## config.mk

```make
export PLATFORM = sky130hd
export DESIGN_NAME = rtca_ctrl
export DESIGN_NICKNAME = d
export VERILOG_FILES = /design/src/logic/rtca_pkg.sv /design/src/logic/rtca_ctrl.sv
export VERILOG_INCLUDE_DIRS = /design/src /design/src/logic
export SDC_FILE = /design/constraint.sdc
export NUM_CORES = 1
export LEC_CHECK = 0
export BUFFER_PORTS_ARGS = -buffer_cell sky130_fd_sc_hd__buf_2
export CAP_MARGIN = 10
export CORE_ASPECT_RATIO = 1.5
export CORE_UTILIZATION = 45
export DETAILED_ROUTE_END_ITERATION = 8
export GPL_ROUTABILITY_DRIVEN = 0
export PLACE_DENSITY_LB_ADDON = 0.2
export SETUP_SLACK_MARGIN = 0.2
export SLEW_MARGIN = 10
export SYNTH_ARGS = -nofsm -noshare
export SYNTH_HDL_FRONTEND = slang
export SYNTH_SLANG_ARGS = --single-unit
export TNS_END_PERCENT = 100
```

## constraint.sdc

```tcl
create_clock -name aclk -period 2.2 [get_ports aclk]
set_input_delay 0.33 -clock aclk [delete_from_list [all_inputs] [get_ports aclk]]
set_output_delay 0.33 -clock aclk [all_outputs]
set_load 0.05 [all_outputs]
```

## src/logic/rtca_params.svh

```systemverilog
// Constants of the clock control and alarm weekday block
// Assumes inclusion by bare name from the design file
`ifndef RTCA_PARAMS_SVH
`define RTCA_PARAMS_SVH
// Register byte offsets
`define RTCA_ADDR_ALARM_WEEKDAY 12'h0_0EB
`define RTCA_ADDR_CLOCK_CONTROL 12'h0_0EC
`define RTCA_ADDR_IRQ_STATUS 12'h0_0F0
`define RTCA_ADDR_IRQ_MASK 12'h0_0F4
// Control register field positions
`define RTCA_CTL_ALARM 7
`define RTCA_CTL_INT_EN 6
`define RTCA_CTL_BCD 5
`define RTCA_CTL_CLK_SEL 4
`define RTCA_CTL_FREQ 3
`define RTCA_CTL_SLP 1
`define RTCA_CTL_UNLOCK 0
// Prescale counts
`define RTCA_DIV_XTAL 16'h8000
`define RTCA_DIV_60HZ 16'h003C
`define RTCA_DIV_50HZ 16'h0032
// Weekday legal range
`define RTCA_WDAY_MIN 4'h1
`define RTCA_WDAY_MAX 4'h7
`endif

```

## src/logic/rtca_pkg.sv

```systemverilog
// Types shared by the clock control block
// Assumes the params header is on the include path
`default_nettype none
package rtca_pkg;
  // Control register layout
  typedef struct packed {
    logic alarm;
    logic int_en;
    logic bcd;
    logic clk_sel;
    logic freq;
    logic rsvd;
    logic slp;
    logic unlock;
  } rtca_ctl_t;
  // Timing base outputs to the counter
  typedef struct packed {
    logic osc_en;
    logic sec_tick;
    logic count_en;
    logic bcd;
    logic cnt_wr_en;
  } rtca_base_t;
endpackage
`default_nettype wire

```

## src/logic/rtca_ctrl.sv

```systemverilog
// Clock control and alarm weekday registers of the real time clock
// Assumes AXI4-Lite master on aclk; time base inputs asynchronous
// Functional notes
// - Source bit picks crystal or line input
// - Crystal: oscillator on, divide by 32768
// - Line source: oscillator off, prescale by frequency
// - Frequency bit: 0 is 60Hz, 1 is 50Hz
// - Coding bit selects binary or BCD values
// - Locked: no count writes, counter runs
// - Weekday 1..7 in low nibble, upper zero
// - Weekday writable only when unlocked
// - Reset clears upper nibble, weekday kept
//
// The implementer's own choice: the AXI4-Lite register port.
`timescale 1ns/100ps
`default_nettype none
`include "rtca_params.svh"
module rtca_ctrl
  import rtca_pkg::*;
#(
  parameter int ADDR_W = 12
) (
  input wire logic aclk,
  input wire logic aresetn,
  input wire logic [ADDR_W-1:0] s_axi_awaddr,
  input wire logic s_axi_awvalid,
  output logic s_axi_awready,
  input wire logic [31:0] s_axi_wdata,
  input wire logic [3:0] s_axi_wstrb,
  input wire logic s_axi_wvalid,
  output logic s_axi_wready,
  output logic [1:0] s_axi_bresp,
  output logic s_axi_bvalid,
  input wire logic s_axi_bready,
  input wire logic [ADDR_W-1:0] s_axi_araddr,
  input wire logic s_axi_arvalid,
  output logic s_axi_arready,
  output logic [31:0] s_axi_rdata,
  output logic [1:0] s_axi_rresp,
  output logic s_axi_rvalid,
  input wire logic s_axi_rready,
  input wire logic xtal_clk_in,
  input wire logic line_freq_in,
  input wire logic alarm_match,
  output rtca_base_t time_base,
  output logic sleep_recovery_reset,
  output logic irq
);

  //////////////////////////////////////////////////////////////////////
  // State
  rtca_ctl_t ctl; // Control register
  logic [3:0] alarm_weekday_value; // Weekday, not reset
  logic [3:0] wday_hi; // Reserved nibble
  logic [1:0] irq_status; // Bit0 alarm, bit1 second tick
  logic [1:0] irq_mask;
  logic aw_held, w_held; // Captured halves of a write
  logic [ADDR_W-1:0] aw_addr;
  logic [31:0] w_data;
  logic [3:0] w_strb;
  logic [2:0] xtal_sync, line_sync; // Two stages plus edge history
  logic [15:0] prescale;
  logic sec_pulse;
  logic alarm_d;

  // Byte lane 0 write helper; only strobe bit 0 is tested
  function automatic logic lane0(input logic [3:0] strb);
    return strb[0];
  endfunction

  //////////////////////////////////////////////////////////////////////
  // Write channel capture; either half may come first
  wire do_write = aw_held && w_held && !s_axi_bvalid;
  assign s_axi_awready = !aw_held;
  assign s_axi_wready = !w_held;
  always_ff @(posedge aclk) begin
    if (!aresetn) begin
      aw_held <= 1'b0;
      w_held <= 1'b0;
      aw_addr <= '0;
      w_data <= 32'h0000_0000;
      w_strb <= 4'h0;
    end else begin
      if (s_axi_awvalid && !aw_held) begin
        aw_held <= 1'b1;
        aw_addr <= s_axi_awaddr;
      end else if (do_write) begin
        aw_held <= 1'b0;
      end
      if (s_axi_wvalid && !w_held) begin
        w_held <= 1'b1;
        w_data <= s_axi_wdata;
        w_strb <= s_axi_wstrb;
      end else if (do_write) begin
        w_held <= 1'b0;
      end
    end
  end

  // Write response; unmapped gives SLVERR
  function automatic logic mapped(input logic [ADDR_W-1:0] a);
    return a == `RTCA_ADDR_ALARM_WEEKDAY || a == `RTCA_ADDR_CLOCK_CONTROL ||
           a == `RTCA_ADDR_IRQ_STATUS || a == `RTCA_ADDR_IRQ_MASK;
  endfunction
  always_ff @(posedge aclk) begin
    if (!aresetn) begin
      s_axi_bvalid <= 1'b0;
      s_axi_bresp <= 2'b00;
    end else if (do_write) begin
      s_axi_bvalid <= 1'b1;
      s_axi_bresp <= mapped(aw_addr) ? 2'b00 : 2'b10;
    end else if (s_axi_bready) begin
      s_axi_bvalid <= 1'b0;
    end
  end

  //////////////////////////////////////////////////////////////////////
  // Read channel; one cycle latency
  wire rd_take = s_axi_arvalid && !s_axi_rvalid;
  wire rd_ctl = rd_take && s_axi_araddr == `RTCA_ADDR_CLOCK_CONTROL;
  assign s_axi_arready = !s_axi_rvalid;
  always_ff @(posedge aclk) begin
    if (!aresetn) begin
      s_axi_rvalid <= 1'b0;
      s_axi_rdata <= 32'h0000_0000;
      s_axi_rresp <= 2'b00;
    end else if (rd_take) begin
      s_axi_rvalid <= 1'b1;
      s_axi_rresp <= mapped(s_axi_araddr) ? 2'b00 : 2'b10;
      case (s_axi_araddr)
        `RTCA_ADDR_ALARM_WEEKDAY: s_axi_rdata <= {24'h00_0000, wday_hi, alarm_weekday_value};
        `RTCA_ADDR_CLOCK_CONTROL: s_axi_rdata <= {24'h00_0000, ctl};
        `RTCA_ADDR_IRQ_STATUS: s_axi_rdata <= {30'h0000_0000, irq_status};
        `RTCA_ADDR_IRQ_MASK: s_axi_rdata <= {30'h0000_0000, irq_mask};
        default: s_axi_rdata <= 32'h0000_0000;
      endcase
    end else if (s_axi_rready) begin
      s_axi_rvalid <= 1'b0;
    end
  end

  //////////////////////////////////////////////////////////////////////
  // Control register; alarm flag set wins over read clear
  wire wr_ctl = do_write && lane0(w_strb) && aw_addr == `RTCA_ADDR_CLOCK_CONTROL;
  wire alarm_rise = alarm_match && !alarm_d;
  always_ff @(posedge aclk) begin
    if (!aresetn) begin
      ctl <= 8'h00;
      alarm_d <= 1'b0;
    end else begin
      alarm_d <= alarm_match;
      if (wr_ctl) begin
        ctl.int_en <= w_data[`RTCA_CTL_INT_EN];
        ctl.bcd <= w_data[`RTCA_CTL_BCD];
        ctl.clk_sel <= w_data[`RTCA_CTL_CLK_SEL];
        ctl.freq <= w_data[`RTCA_CTL_FREQ];
        ctl.slp <= w_data[`RTCA_CTL_SLP];
        ctl.unlock <= w_data[`RTCA_CTL_UNLOCK];
      end
      if (alarm_rise) begin
        ctl.alarm <= 1'b1;
      end else if (rd_ctl) begin
        ctl.alarm <= 1'b0;
      end
    end
  end
  // Alarm edge must leave the flag up even if a read lands alongside
  alarm_flag_a: assert property (@(posedge aclk) disable iff (!aresetn)
    alarm_rise |=> ctl.alarm)
    else $error("alarm flag not set");

  // Weekday register: value survives reset, writes only when unlocked
  wire wr_wday = do_write && lane0(w_strb) && aw_addr == `RTCA_ADDR_ALARM_WEEKDAY;
  wire wday_ok = w_data[3:0] >= `RTCA_WDAY_MIN && w_data[3:0] <= `RTCA_WDAY_MAX;
  always_ff @(posedge aclk) begin
    if (wr_wday && ctl.unlock && wday_ok) begin
      alarm_weekday_value <= w_data[3:0];
    end
  end
  always_ff @(posedge aclk) begin
    if (!aresetn) begin
      wday_hi <= 4'h0;
    end else begin
      wday_hi <= 4'h0;
    end
  end

  // Weekday checks; the upper nibble is judged always, the value only on a write while locked, since the value
  // itself stays unknown until software first writes it
  wday_hi_zero_a: assert property (@(posedge aclk) disable iff (!aresetn)
    wday_hi == 4'h0)
    else $error("weekday upper nibble nonzero");
  wday_locked_a: assert property (@(posedge aclk) disable iff (!aresetn)
    wr_wday && !ctl.unlock |=> $stable(alarm_weekday_value))
    else $error("weekday changed while locked");
  reset_hi_a: assert property (@(posedge aclk)
    !aresetn |=> wday_hi == 4'h0)
    else $error("reset left nibble");

  //////////////////////////////////////////////////////////////////////
  // Input synchronisers; edge seen on stages 2 and 3 only
  always_ff @(posedge aclk) begin
    if (!aresetn) begin
      xtal_sync <= 3'b000;
      line_sync <= 3'b000;
    end else begin
      xtal_sync <= {xtal_sync[1:0], xtal_clk_in};
      line_sync <= {line_sync[1:0], line_freq_in};
    end
  end
  wire src_edge = ctl.clk_sel ? (line_sync[1] && !line_sync[2])
                              : (xtal_sync[1] && !xtal_sync[2]);
  wire [15:0] div_cnt = !ctl.clk_sel ? `RTCA_DIV_XTAL
                       : (ctl.freq ? `RTCA_DIV_50HZ : `RTCA_DIV_60HZ);

  // Source and divider picks
  src_pick_a: assert property (@(posedge aclk) disable iff (!aresetn)
    !ctl.clk_sel && line_sync[1] && !line_sync[2] && !xtal_sync[1] |-> !src_edge)
    else $error("wrong source counted");
  xtal_div_a: assert property (@(posedge aclk) disable iff (!aresetn)
    !ctl.clk_sel |-> div_cnt == `RTCA_DIV_XTAL)
    else $error("crystal prescale wrong");
  line_div_a: assert property (@(posedge aclk) disable iff (!aresetn)
    ctl.clk_sel && ctl.freq |-> div_cnt == `RTCA_DIV_50HZ)
    else $error("50 Hz prescale wrong");
  div_line_a: assert property (@(posedge aclk) disable iff (!aresetn)
    ctl.clk_sel && !ctl.freq |-> div_cnt == `RTCA_DIV_60HZ)
    else $error("line prescale wrong");

  // Prescaler: counts source edges, held cleared at zero while unlocked
  always_ff @(posedge aclk) begin
    if (!aresetn || ctl.unlock) begin
      prescale <= 16'h0000;
      sec_pulse <= 1'b0;
    end else begin
      sec_pulse <= 1'b0;
      if (src_edge) begin
        if (prescale >= div_cnt - 16'h0001) begin
          prescale <= 16'h0000;
          sec_pulse <= 1'b1;
        end else begin
          prescale <= prescale + 16'h0001;
        end
      end
    end
  end

  // No seconds tick may escape while the counter is held
  unlock_stop_a: assert property (@(posedge aclk) disable iff (!aresetn)
    ctl.unlock |=> !sec_pulse)
    else $error("tick while unlocked");

  //////////////////////////////////////////////////////////////////////
  // Interrupt status; set wins over write-one clear
  wire wr_st = do_write && lane0(w_strb) && aw_addr == `RTCA_ADDR_IRQ_STATUS;
  wire wr_mk = do_write && lane0(w_strb) && aw_addr == `RTCA_ADDR_IRQ_MASK;
  always_ff @(posedge aclk) begin
    if (!aresetn) begin
      irq_status <= 2'b00;
      irq_mask <= 2'b00;
    end else begin
      irq_status <= (irq_status & ~(wr_st ? w_data[1:0] : 2'b00))
                    | {sec_pulse, alarm_rise && ctl.int_en};
      if (wr_mk) begin
        irq_mask <= w_data[1:0];
      end
    end
  end

  // Outputs
  always_ff @(posedge aclk) begin
    if (!aresetn) begin
      time_base <= '0;
      sleep_recovery_reset <= 1'b0;
      irq <= 1'b0;
    end else begin
      time_base.osc_en <= !ctl.clk_sel;
      time_base.sec_tick <= sec_pulse;
      time_base.count_en <= !ctl.unlock;
      time_base.bcd <= ctl.bcd;
      time_base.cnt_wr_en <= ctl.unlock;
      sleep_recovery_reset <= alarm_rise && ctl.slp;
      irq <= |(irq_status & irq_mask);
    end
  end

  // Output checks; registered outputs trail their control bits by one edge,
  // so each check looks back through that register stage
  osc_select_a: assert property (@(posedge aclk) disable iff (!aresetn)
    ##1 $stable(ctl.clk_sel) |=> time_base.osc_en == !$past(ctl.clk_sel, 2))
    else $error("oscillator enable wrong");
  bcd_follow_a: assert property (@(posedge aclk) disable iff (!aresetn)
    wr_ctl |=> ##1 time_base.bcd == $past(w_data[`RTCA_CTL_BCD], 2))
    else $error("coding bit not applied");
  slp_reset_a: assert property (@(posedge aclk) disable iff (!aresetn)
    sleep_recovery_reset |-> $past(ctl.slp))
    else $error("stray recovery reset");
  sleep_off_a: assert property (@(posedge aclk) disable iff (!aresetn)
    !ctl.slp |=> !sleep_recovery_reset)
    else $error("recovery reset while disabled");
  irq_level_a: assert property (@(posedge aclk) disable iff (!aresetn)
    irq == $past(|(irq_status & irq_mask)))
    else $error("interrupt level wrong");
endmodule
`default_nettype wire

```

==> results of run 1 <==
## worst max-delay path by stage
stage | end | cells past startpoint | from
after CTS | prescale[4]$_SDFFE_PP0P_ | 8 | ctl[4]$_SDFFE_PN0P_
after floorplan | prescale[10]$_SDFFE_PP0P_ | 9 | ctl[4]$_SDFFE_PN0P_
after detailed placement | prescale[6]$_SDFFE_PP0P_ | 8 | ctl[4]$_SDFFE_PN0P_
final | prescale[6]$_SDFFE_PP0P_ | 8 | ctl[4]$_SDFFE_PN0P_
after global routing | sec_pulse$_SDFF_PP0_ | 8 | ctl[4]$_SDFFE_PN0P_
after global placement | prescale[8]$_SDFFE_PP0P_ | 6 | ctl[4]$_SDFFE_PN0P_
## routing by layer
layer  up-vias  share of wire  track usage
met5         -              0            0
met4         0          0.020        0.100
met3        10          0.036       0.0403
met2        51           0.54        0.338
met1      1342           0.41        0.200
li1       1475              -            -
## final cells by class
type / instances / area (sq um) / share of cell area
inverters: 5 / 18.8 / 0.00414
clock buffers: 11 / 254 / 0.0560
repair buffers: 75 / 425 / 0.0938
flip-flops and latches: 80 / 1650 / 0.363
clock inverters: 4 / 76.3 / 0.0168
well taps: 105 / 131 / 0.0290
multi-input cells: 300 / 1980 / 0.438
## power breakdown
group	internal (mW)	leakage, nW	switching, mW
registers	1.50	0.657	0.0298
clock network	1.06	0.157	0.573
logic	0.0999	1.15	0.253
## stage by stage
stage | worst slack (ns) | hold WS (ns) | std cells | util | power, mW
after detailed placement | 0.154 | 0.429 | 562 | 0.511 | 1.91
after global placement | 0.194 | 0.418 | 562 | 0.511 | 1.91
after global routing | 0.136 | 0.209 | 580 | 0.566 | 3.64
after CTS | 0.195 | 0.190 | 578 | 0.554 | 3.55
final | 0.190 | 0.204 | 580 | 0.566 | 3.52
after floorplan | 0.206 | 0.412 | 427 | - | 1.86
## cell usage in the layout (no fill, tap or decap), types with 2 or more instances in the layout
| master | Yosys | routed |
|---|---|---|
| nand2_1 | 47 | 47 |
| mux2i_1 | 16 | 16 |
| a21oi_1 | 14 | 14 |
| xor2_1 | 9 | 8 |
| xnor2_1 | 6 | 6 |
| nor2_1 | 11 | 11 |
| or3_1 | 2 | 2 |
| buf_6 | 0 | 2 |
| dfxtp_1 | 76 | 75 |
| a221oi_1 | 3 | 3 |
| inv_1 | 5 | 5 |
| buf_4 | 26 | 9 |
| nor3b_1 | 2 | 2 |
| bufinv_16 | 0 | 2 |
| mux2_2 | 2 | 2 |
| nand2b_1 | 3 | 3 |
| nor3_1 | 22 | 12 |
| nand3_1 | 15 | 15 |
| conb_1 | 2 | 29 |
| nor2b_1 | 23 | 23 |
| edfxtp_1 | 4 | 4 |
| ha_1 | 16 | 15 |
| nor3_2 | 1 | 10 |
| a31oi_1 | 2 | 2 |
| o21ai_0 | 10 | 9 |
| a21boi_0 | 19 | 19 |
| nand3b_1 | 2 | 2 |
| clkbuf_16 | 0 | 10 |
| nand4b_1 | 4 | 4 |
| and3_1 | 3 | 3 |
| and2_1 | 14 | 14 |
| nand4_1 | 7 | 7 |
| buf_2 | 3 | 63 |
## what timing repair did
| item | in CTS | in global routing |
|---|---|---|
| setup endpoints to repair | 17 | 23 |
| cloned | 0 | 1 |
| pin swaps | 2 | 4 |
| gates resized for setup | 2 | 16 |
| buffers inserted | 1 | 1 |
| hold endpoints to repair | 0 | 0 |
## logic make-up after synthesis
logic type / after synthesis / synth area share
buf+inv: 47 / 0.0747
fa+ha+maj: 16 / 0.0539
flops: 80 / 0.442
xor+xnor: 15 / 0.0353
mux: 18 / 0.0491
compound gates: 56 / 0.0993
other cells: 2 / 0.00202
simple gates: 166 / 0.244
## flip-flops by register name, summed over array words and instances, names as in the netlist, 2 cells and up
register / count
time_base: 5
aw_addr: 12
irq_mask: 2
line_sync: 3
prescale: 16
alarm_weekday_value: 4
ctl: 7
w_data: 7
xtal_sync: 3
s_axi_rdata: 8
irq_status: 2
==> flow_metrics.tcl, run 1 <==
set metrics [dict create \
    ys_seq_area_frac 0.442 \
    grt_usage 0.186 \
    htreeDepth 3 \
    core_sq_um 8010 \
    die_width_microns 76.2 \
    drtIter0Drc 120 \
    finalSetupViolations 0 \
    ys_top_cells_by_count "dfxtp_1 (76), nand2_1 (47), buf_4 (26)" \
    crit_path_max_fanout 10 \
    drive_above_1_share 0.232 \
    cp_top_family "compound AO/OA/AOI/OAI gates" \
    synthArstFlopShare 0 \
    crit_required_ns 2.45 \
    clock-sinks 80 \
    dp_hpwl_mm 5.65 \
    cts_tree "done" \
    ir_drop_mv 0.567 \
    area_growth_pct 22.0 \
    ioPinCount 118 \
    clock-root-buffer "clkbuf_16" \
    hold_class "in2reg" \
    worstMarginPinSlew_ns 0.594 \
    drc 0 \
    postLayoutCellArea_sq_um 4540 \
    skew_ns 0.00480 \
    synth_cell_types 49 \
    arrival_ns 2.26 \
    grt_max_degree 59 \
    worstSetupStartpointType "flip-flop" \
    antenna_found_initial 0 \
    grt-ovfl-total 0 \
    whs_endpoint "xtal_sync[0]$_SDFF_PN0_" \
    drt_pass1_iterations 5 \
    synth.ff_latch_count 80 \
    status "finished clean" \
    path_buf_inv 2 \
    setup_tns_ns 0 \
    synth_area_sq_um 3720 \
    clockBufferDepth 2 \
    post_dp_cell_area_sq_um 4090 \
    finalHoldViolCount 0 \
    synth_top_area_cell "dfxtp_1" \
    yosysMostFrequentCell "dfxtp_1" \
    reg2regPathDepth 8 \
    grt_pass1_wl_mm 12.6 \
    nNetsFinal 557 \
    power.density_nw_per_um2 776 \
    min_period_ns 2.01 \
    synth-edff-count 4 \
    slew_violations 0 \
    max_freq_ghz 0.497 \
    first_global_vias 2704 \
    slowest_stage "dfxtp_4" \
    timing.rr.start "ctl[4]$_SDFFE_PN0P_" \
    clk_pin_slew_ns 0.06 \
    wirelength_mm 7.72 \
    synthFlopType "dfxtp_1" \
    synth_top_cell_area_share 0.409 \
    vias 2878 \
    synth_cells 400 \
    portBuffers 63 \
    syn_avg_cell_area_sq_um 9.29 \
    holdPathStages 2 \
    n_fill_cell 764 \
    routedWlPerCell_microns 13.3 \
    viasPerCell 4.96 \
    cp-end-kind "flip-flop" \
    clock_latency_ns 0.33 \
    relSlewSlack 0.604 \
    n_antenna_cell 0 \
    ant_nets 0 \
    holdBufCountCts 0 \
    p_leak_nw 1.97 \
    crit_path_max_incr_delay_ns 0.37 \
    rows 40 \
    fin_crit_sh 0.914 \
    path_class "reg2reg" \
    die_area_sq_um 8640 \
    yosys_warnings 0 \
    synthTopCellsByArea "dfxtp_1 (41%), ha_1 (5.4%), buf_4 (5.3%)" \
    min-delay-start "xtal_clk_in" \
    numCtsBuffers 9 \
    initial_core_util 0.464 \
    rsz0062_at_grt "yes" \
    r2r_slack_ns 0.19 \
    fp.dieH_microns 113 \
    path_cells "buf_12 -> ha_1 -> nand4_1 -> nor2_1 -> a22o_1 -> o31a_1 -> buf_6 -> nor3_2" \
    cap_viol_max_count 0 \
    reg2reg_to "prescale[6]$_SDFFE_PP0P_" \
]
No activity file was read; power rests on OpenSTA's default activity.
==> run 2: changes to the inputs <==
REMOVE_ABC_BUFFERS = 1   (was unset)
==> run 2 against run 1 <==
Effect of this change: register-to-register slack better by 0.05 ns; critical endpoint is now prescale[4]$_SDFFE_PP0P_; non-clock buffer count up 8; sequential cell count stayed put.
==> flow_metrics.tcl, run 2 (synthesis gave the netlist of run 1 again) <==
set metrics [dict create \
    status "finished clean" \
    worstSetupStartpointType "flip-flop" \
    viasPerCell 4.99 \
    cap_viol_max_count 0 \
    finalHoldViolCount 0 \
    grt-ovfl-total 0 \
    routedWlPerCell_microns 13.1 \
    rows 40 \
    rsz0062_at_grt "yes" \
    cts_tree "done" \
    top_regs "prescale: 16 flops, aw_addr: 12 flops, s_axi_rdata: 8 flops" \
    fp.dieH_microns 113 \
    clk_pin_slew_ns 0.05 \
    crit_required_ns 2.45 \
    finalSetupViolations 0 \
    max_freq_ghz 0.511 \
    final_cell_mix "dfxtp_1 (75), buf_2 (63), nand2_1 (47)" \
    drc 0 \
    antenna_found_initial 0 \
    first_global_vias 2719 \
    arrival_ns 2.21 \
    worstMarginPinSlew_ns 0.731 \
    hold_class "in2reg" \
    grt_max_degree 59 \
    ioPinCount 118 \
    setup_tns_ns 0 \
    hold_ws_ns 0.207 \
    final_common_cell "dfxtp_1" \
    fin_crit_sh 0.890 \
    drtIter0Drc 100 \
    clock_latency_ns 0.33 \
    htreeDepth 3 \
    ir_drop_mv 0.478 \
    largest_reg_flops 16 \
    vias 2933 \
    clock-sinks 80 \
    fin_util 0.580 \
    skew_ns 0.00644 \
    area_growth_pct 24.9 \
    n_antenna_cell 0 \
    relSlewSlack 0.512 \
    die_width_microns 76.2 \
    dp_hpwl_mm 5.46 \
    clockBufferDepth 2 \
    p_leak_nw 1.95 \
    slew_violations 0 \
    min_period_ns 1.96 \
    die_area_sq_um 8640 \
    nNetsFinal 565 \
    drt_pass1_iterations 4 \
    numCtsBuffers 9 \
    crit_path_max_fanout 8 \
    portBuffers 63 \
    power.density_nw_per_um2 714 \
    n_fill_cell 761 \
    cp-end-kind "flip-flop" \
    top_register "prescale" \
    wirelength_mm 7.67 \
    grt_pass1_wl_mm 12.4 \
    drive_above_1_share 0.263 \
    core_sq_um 8010 \
    clock-root-buffer "clkbuf_16" \
    initial_core_util 0.464 \
    path_class "reg2reg" \
    grt_usage 0.183 \
    ant_nets 0 \
]
## run 2: path summary, 6_finish.rpt
path                                start                        to  slack [ns]  cells after the start
setup reg to reg      ctl[4]$_SDFFE_PN0P_  prescale[4]$_SDFFE_PP0P_        0.24                      9
hold reg to reg   line_sync[0]$_SDFF_PN0_   line_sync[1]$_SDFF_PN0_        0.43                      1
setup / recovery      ctl[4]$_SDFFE_PN0P_  prescale[4]$_SDFFE_PP0P_        0.24                      9
hold / removal               line_freq_in   line_sync[0]$_SDFF_PN0_        0.21                      2
## run 2: area by class of cell
cell class,instances,area [sq um],area share
multi-input combinational,300,2070,0.446
sequential,80,1650,0.354
timing repair buffer,83,497,0.107
clock buffer,11,233,0.0501
tap,105,131,0.0283
clock inverter,4,47.5,0.0102
inverter,5,18.8,0.00404
## run 2: power breakdown
| part | leakage (nW) | internal [mW] | switching (mW) |
|---|---|---|---|
| logic | 1.16 | 0.101 | 0.253 |
| clock network | 0.135 | 0.868 | 0.556 |
| registers | 0.657 | 1.50 | 0.0295 |
## run 2: repair_timing
| action | in CTS | in global routing |
|---|---|---|
| endpoints found under the setup margin | 17 | 20 |
| pin swaps | 5 | 17 |
| setup buffers | 0 | 6 |
| hold buffers | 0 | 0 |
| cloned | 1 | 0 |
| resized for setup | 15 | 18 |
## run 2: per-stage QoR
| step | total power, mW | worst slack (ns) | instances | instance area (sq um) |
|---|---|---|---|---|
| after global routing | 3.44 | 0.145 | 588 | 4640 |
| after CTS | 3.34 | 0.199 | 582 | 4480 |
| final | 3.31 | 0.242 | 588 | 4640 |
| after floorplan | 1.81 | 0.0757 | 385 | 3560 |
| after global placement | 1.91 | 0.157 | 566 | 4120 |
| after detailed placement | 1.91 | 0.0770 | 566 | 4120 |
## run 2: routing by layer
layer | GRT usage | routed length (microns) | vias to the layer above
met1 | 0.194 | 3140 | 1374
met3 | 0.0500 | 305 | 12
met2 | 0.329 | 4070 | 57
li1 | - | - | 1490
met4 | 0.0949 | 160 | 0
met5 | 0 | 0 | -
## run 2: worst max-delay path, cell delays in order, from the launching register on
cell     delay, ns
dfxtp_4       0.36
buf_12        0.15
ha_4          0.23
nand4_1       0.14
buf_4         0.14
nor2_1        0.04
a22o_1        0.20
o31a_1        0.30
buf_6         0.16
nor3_2        0.17
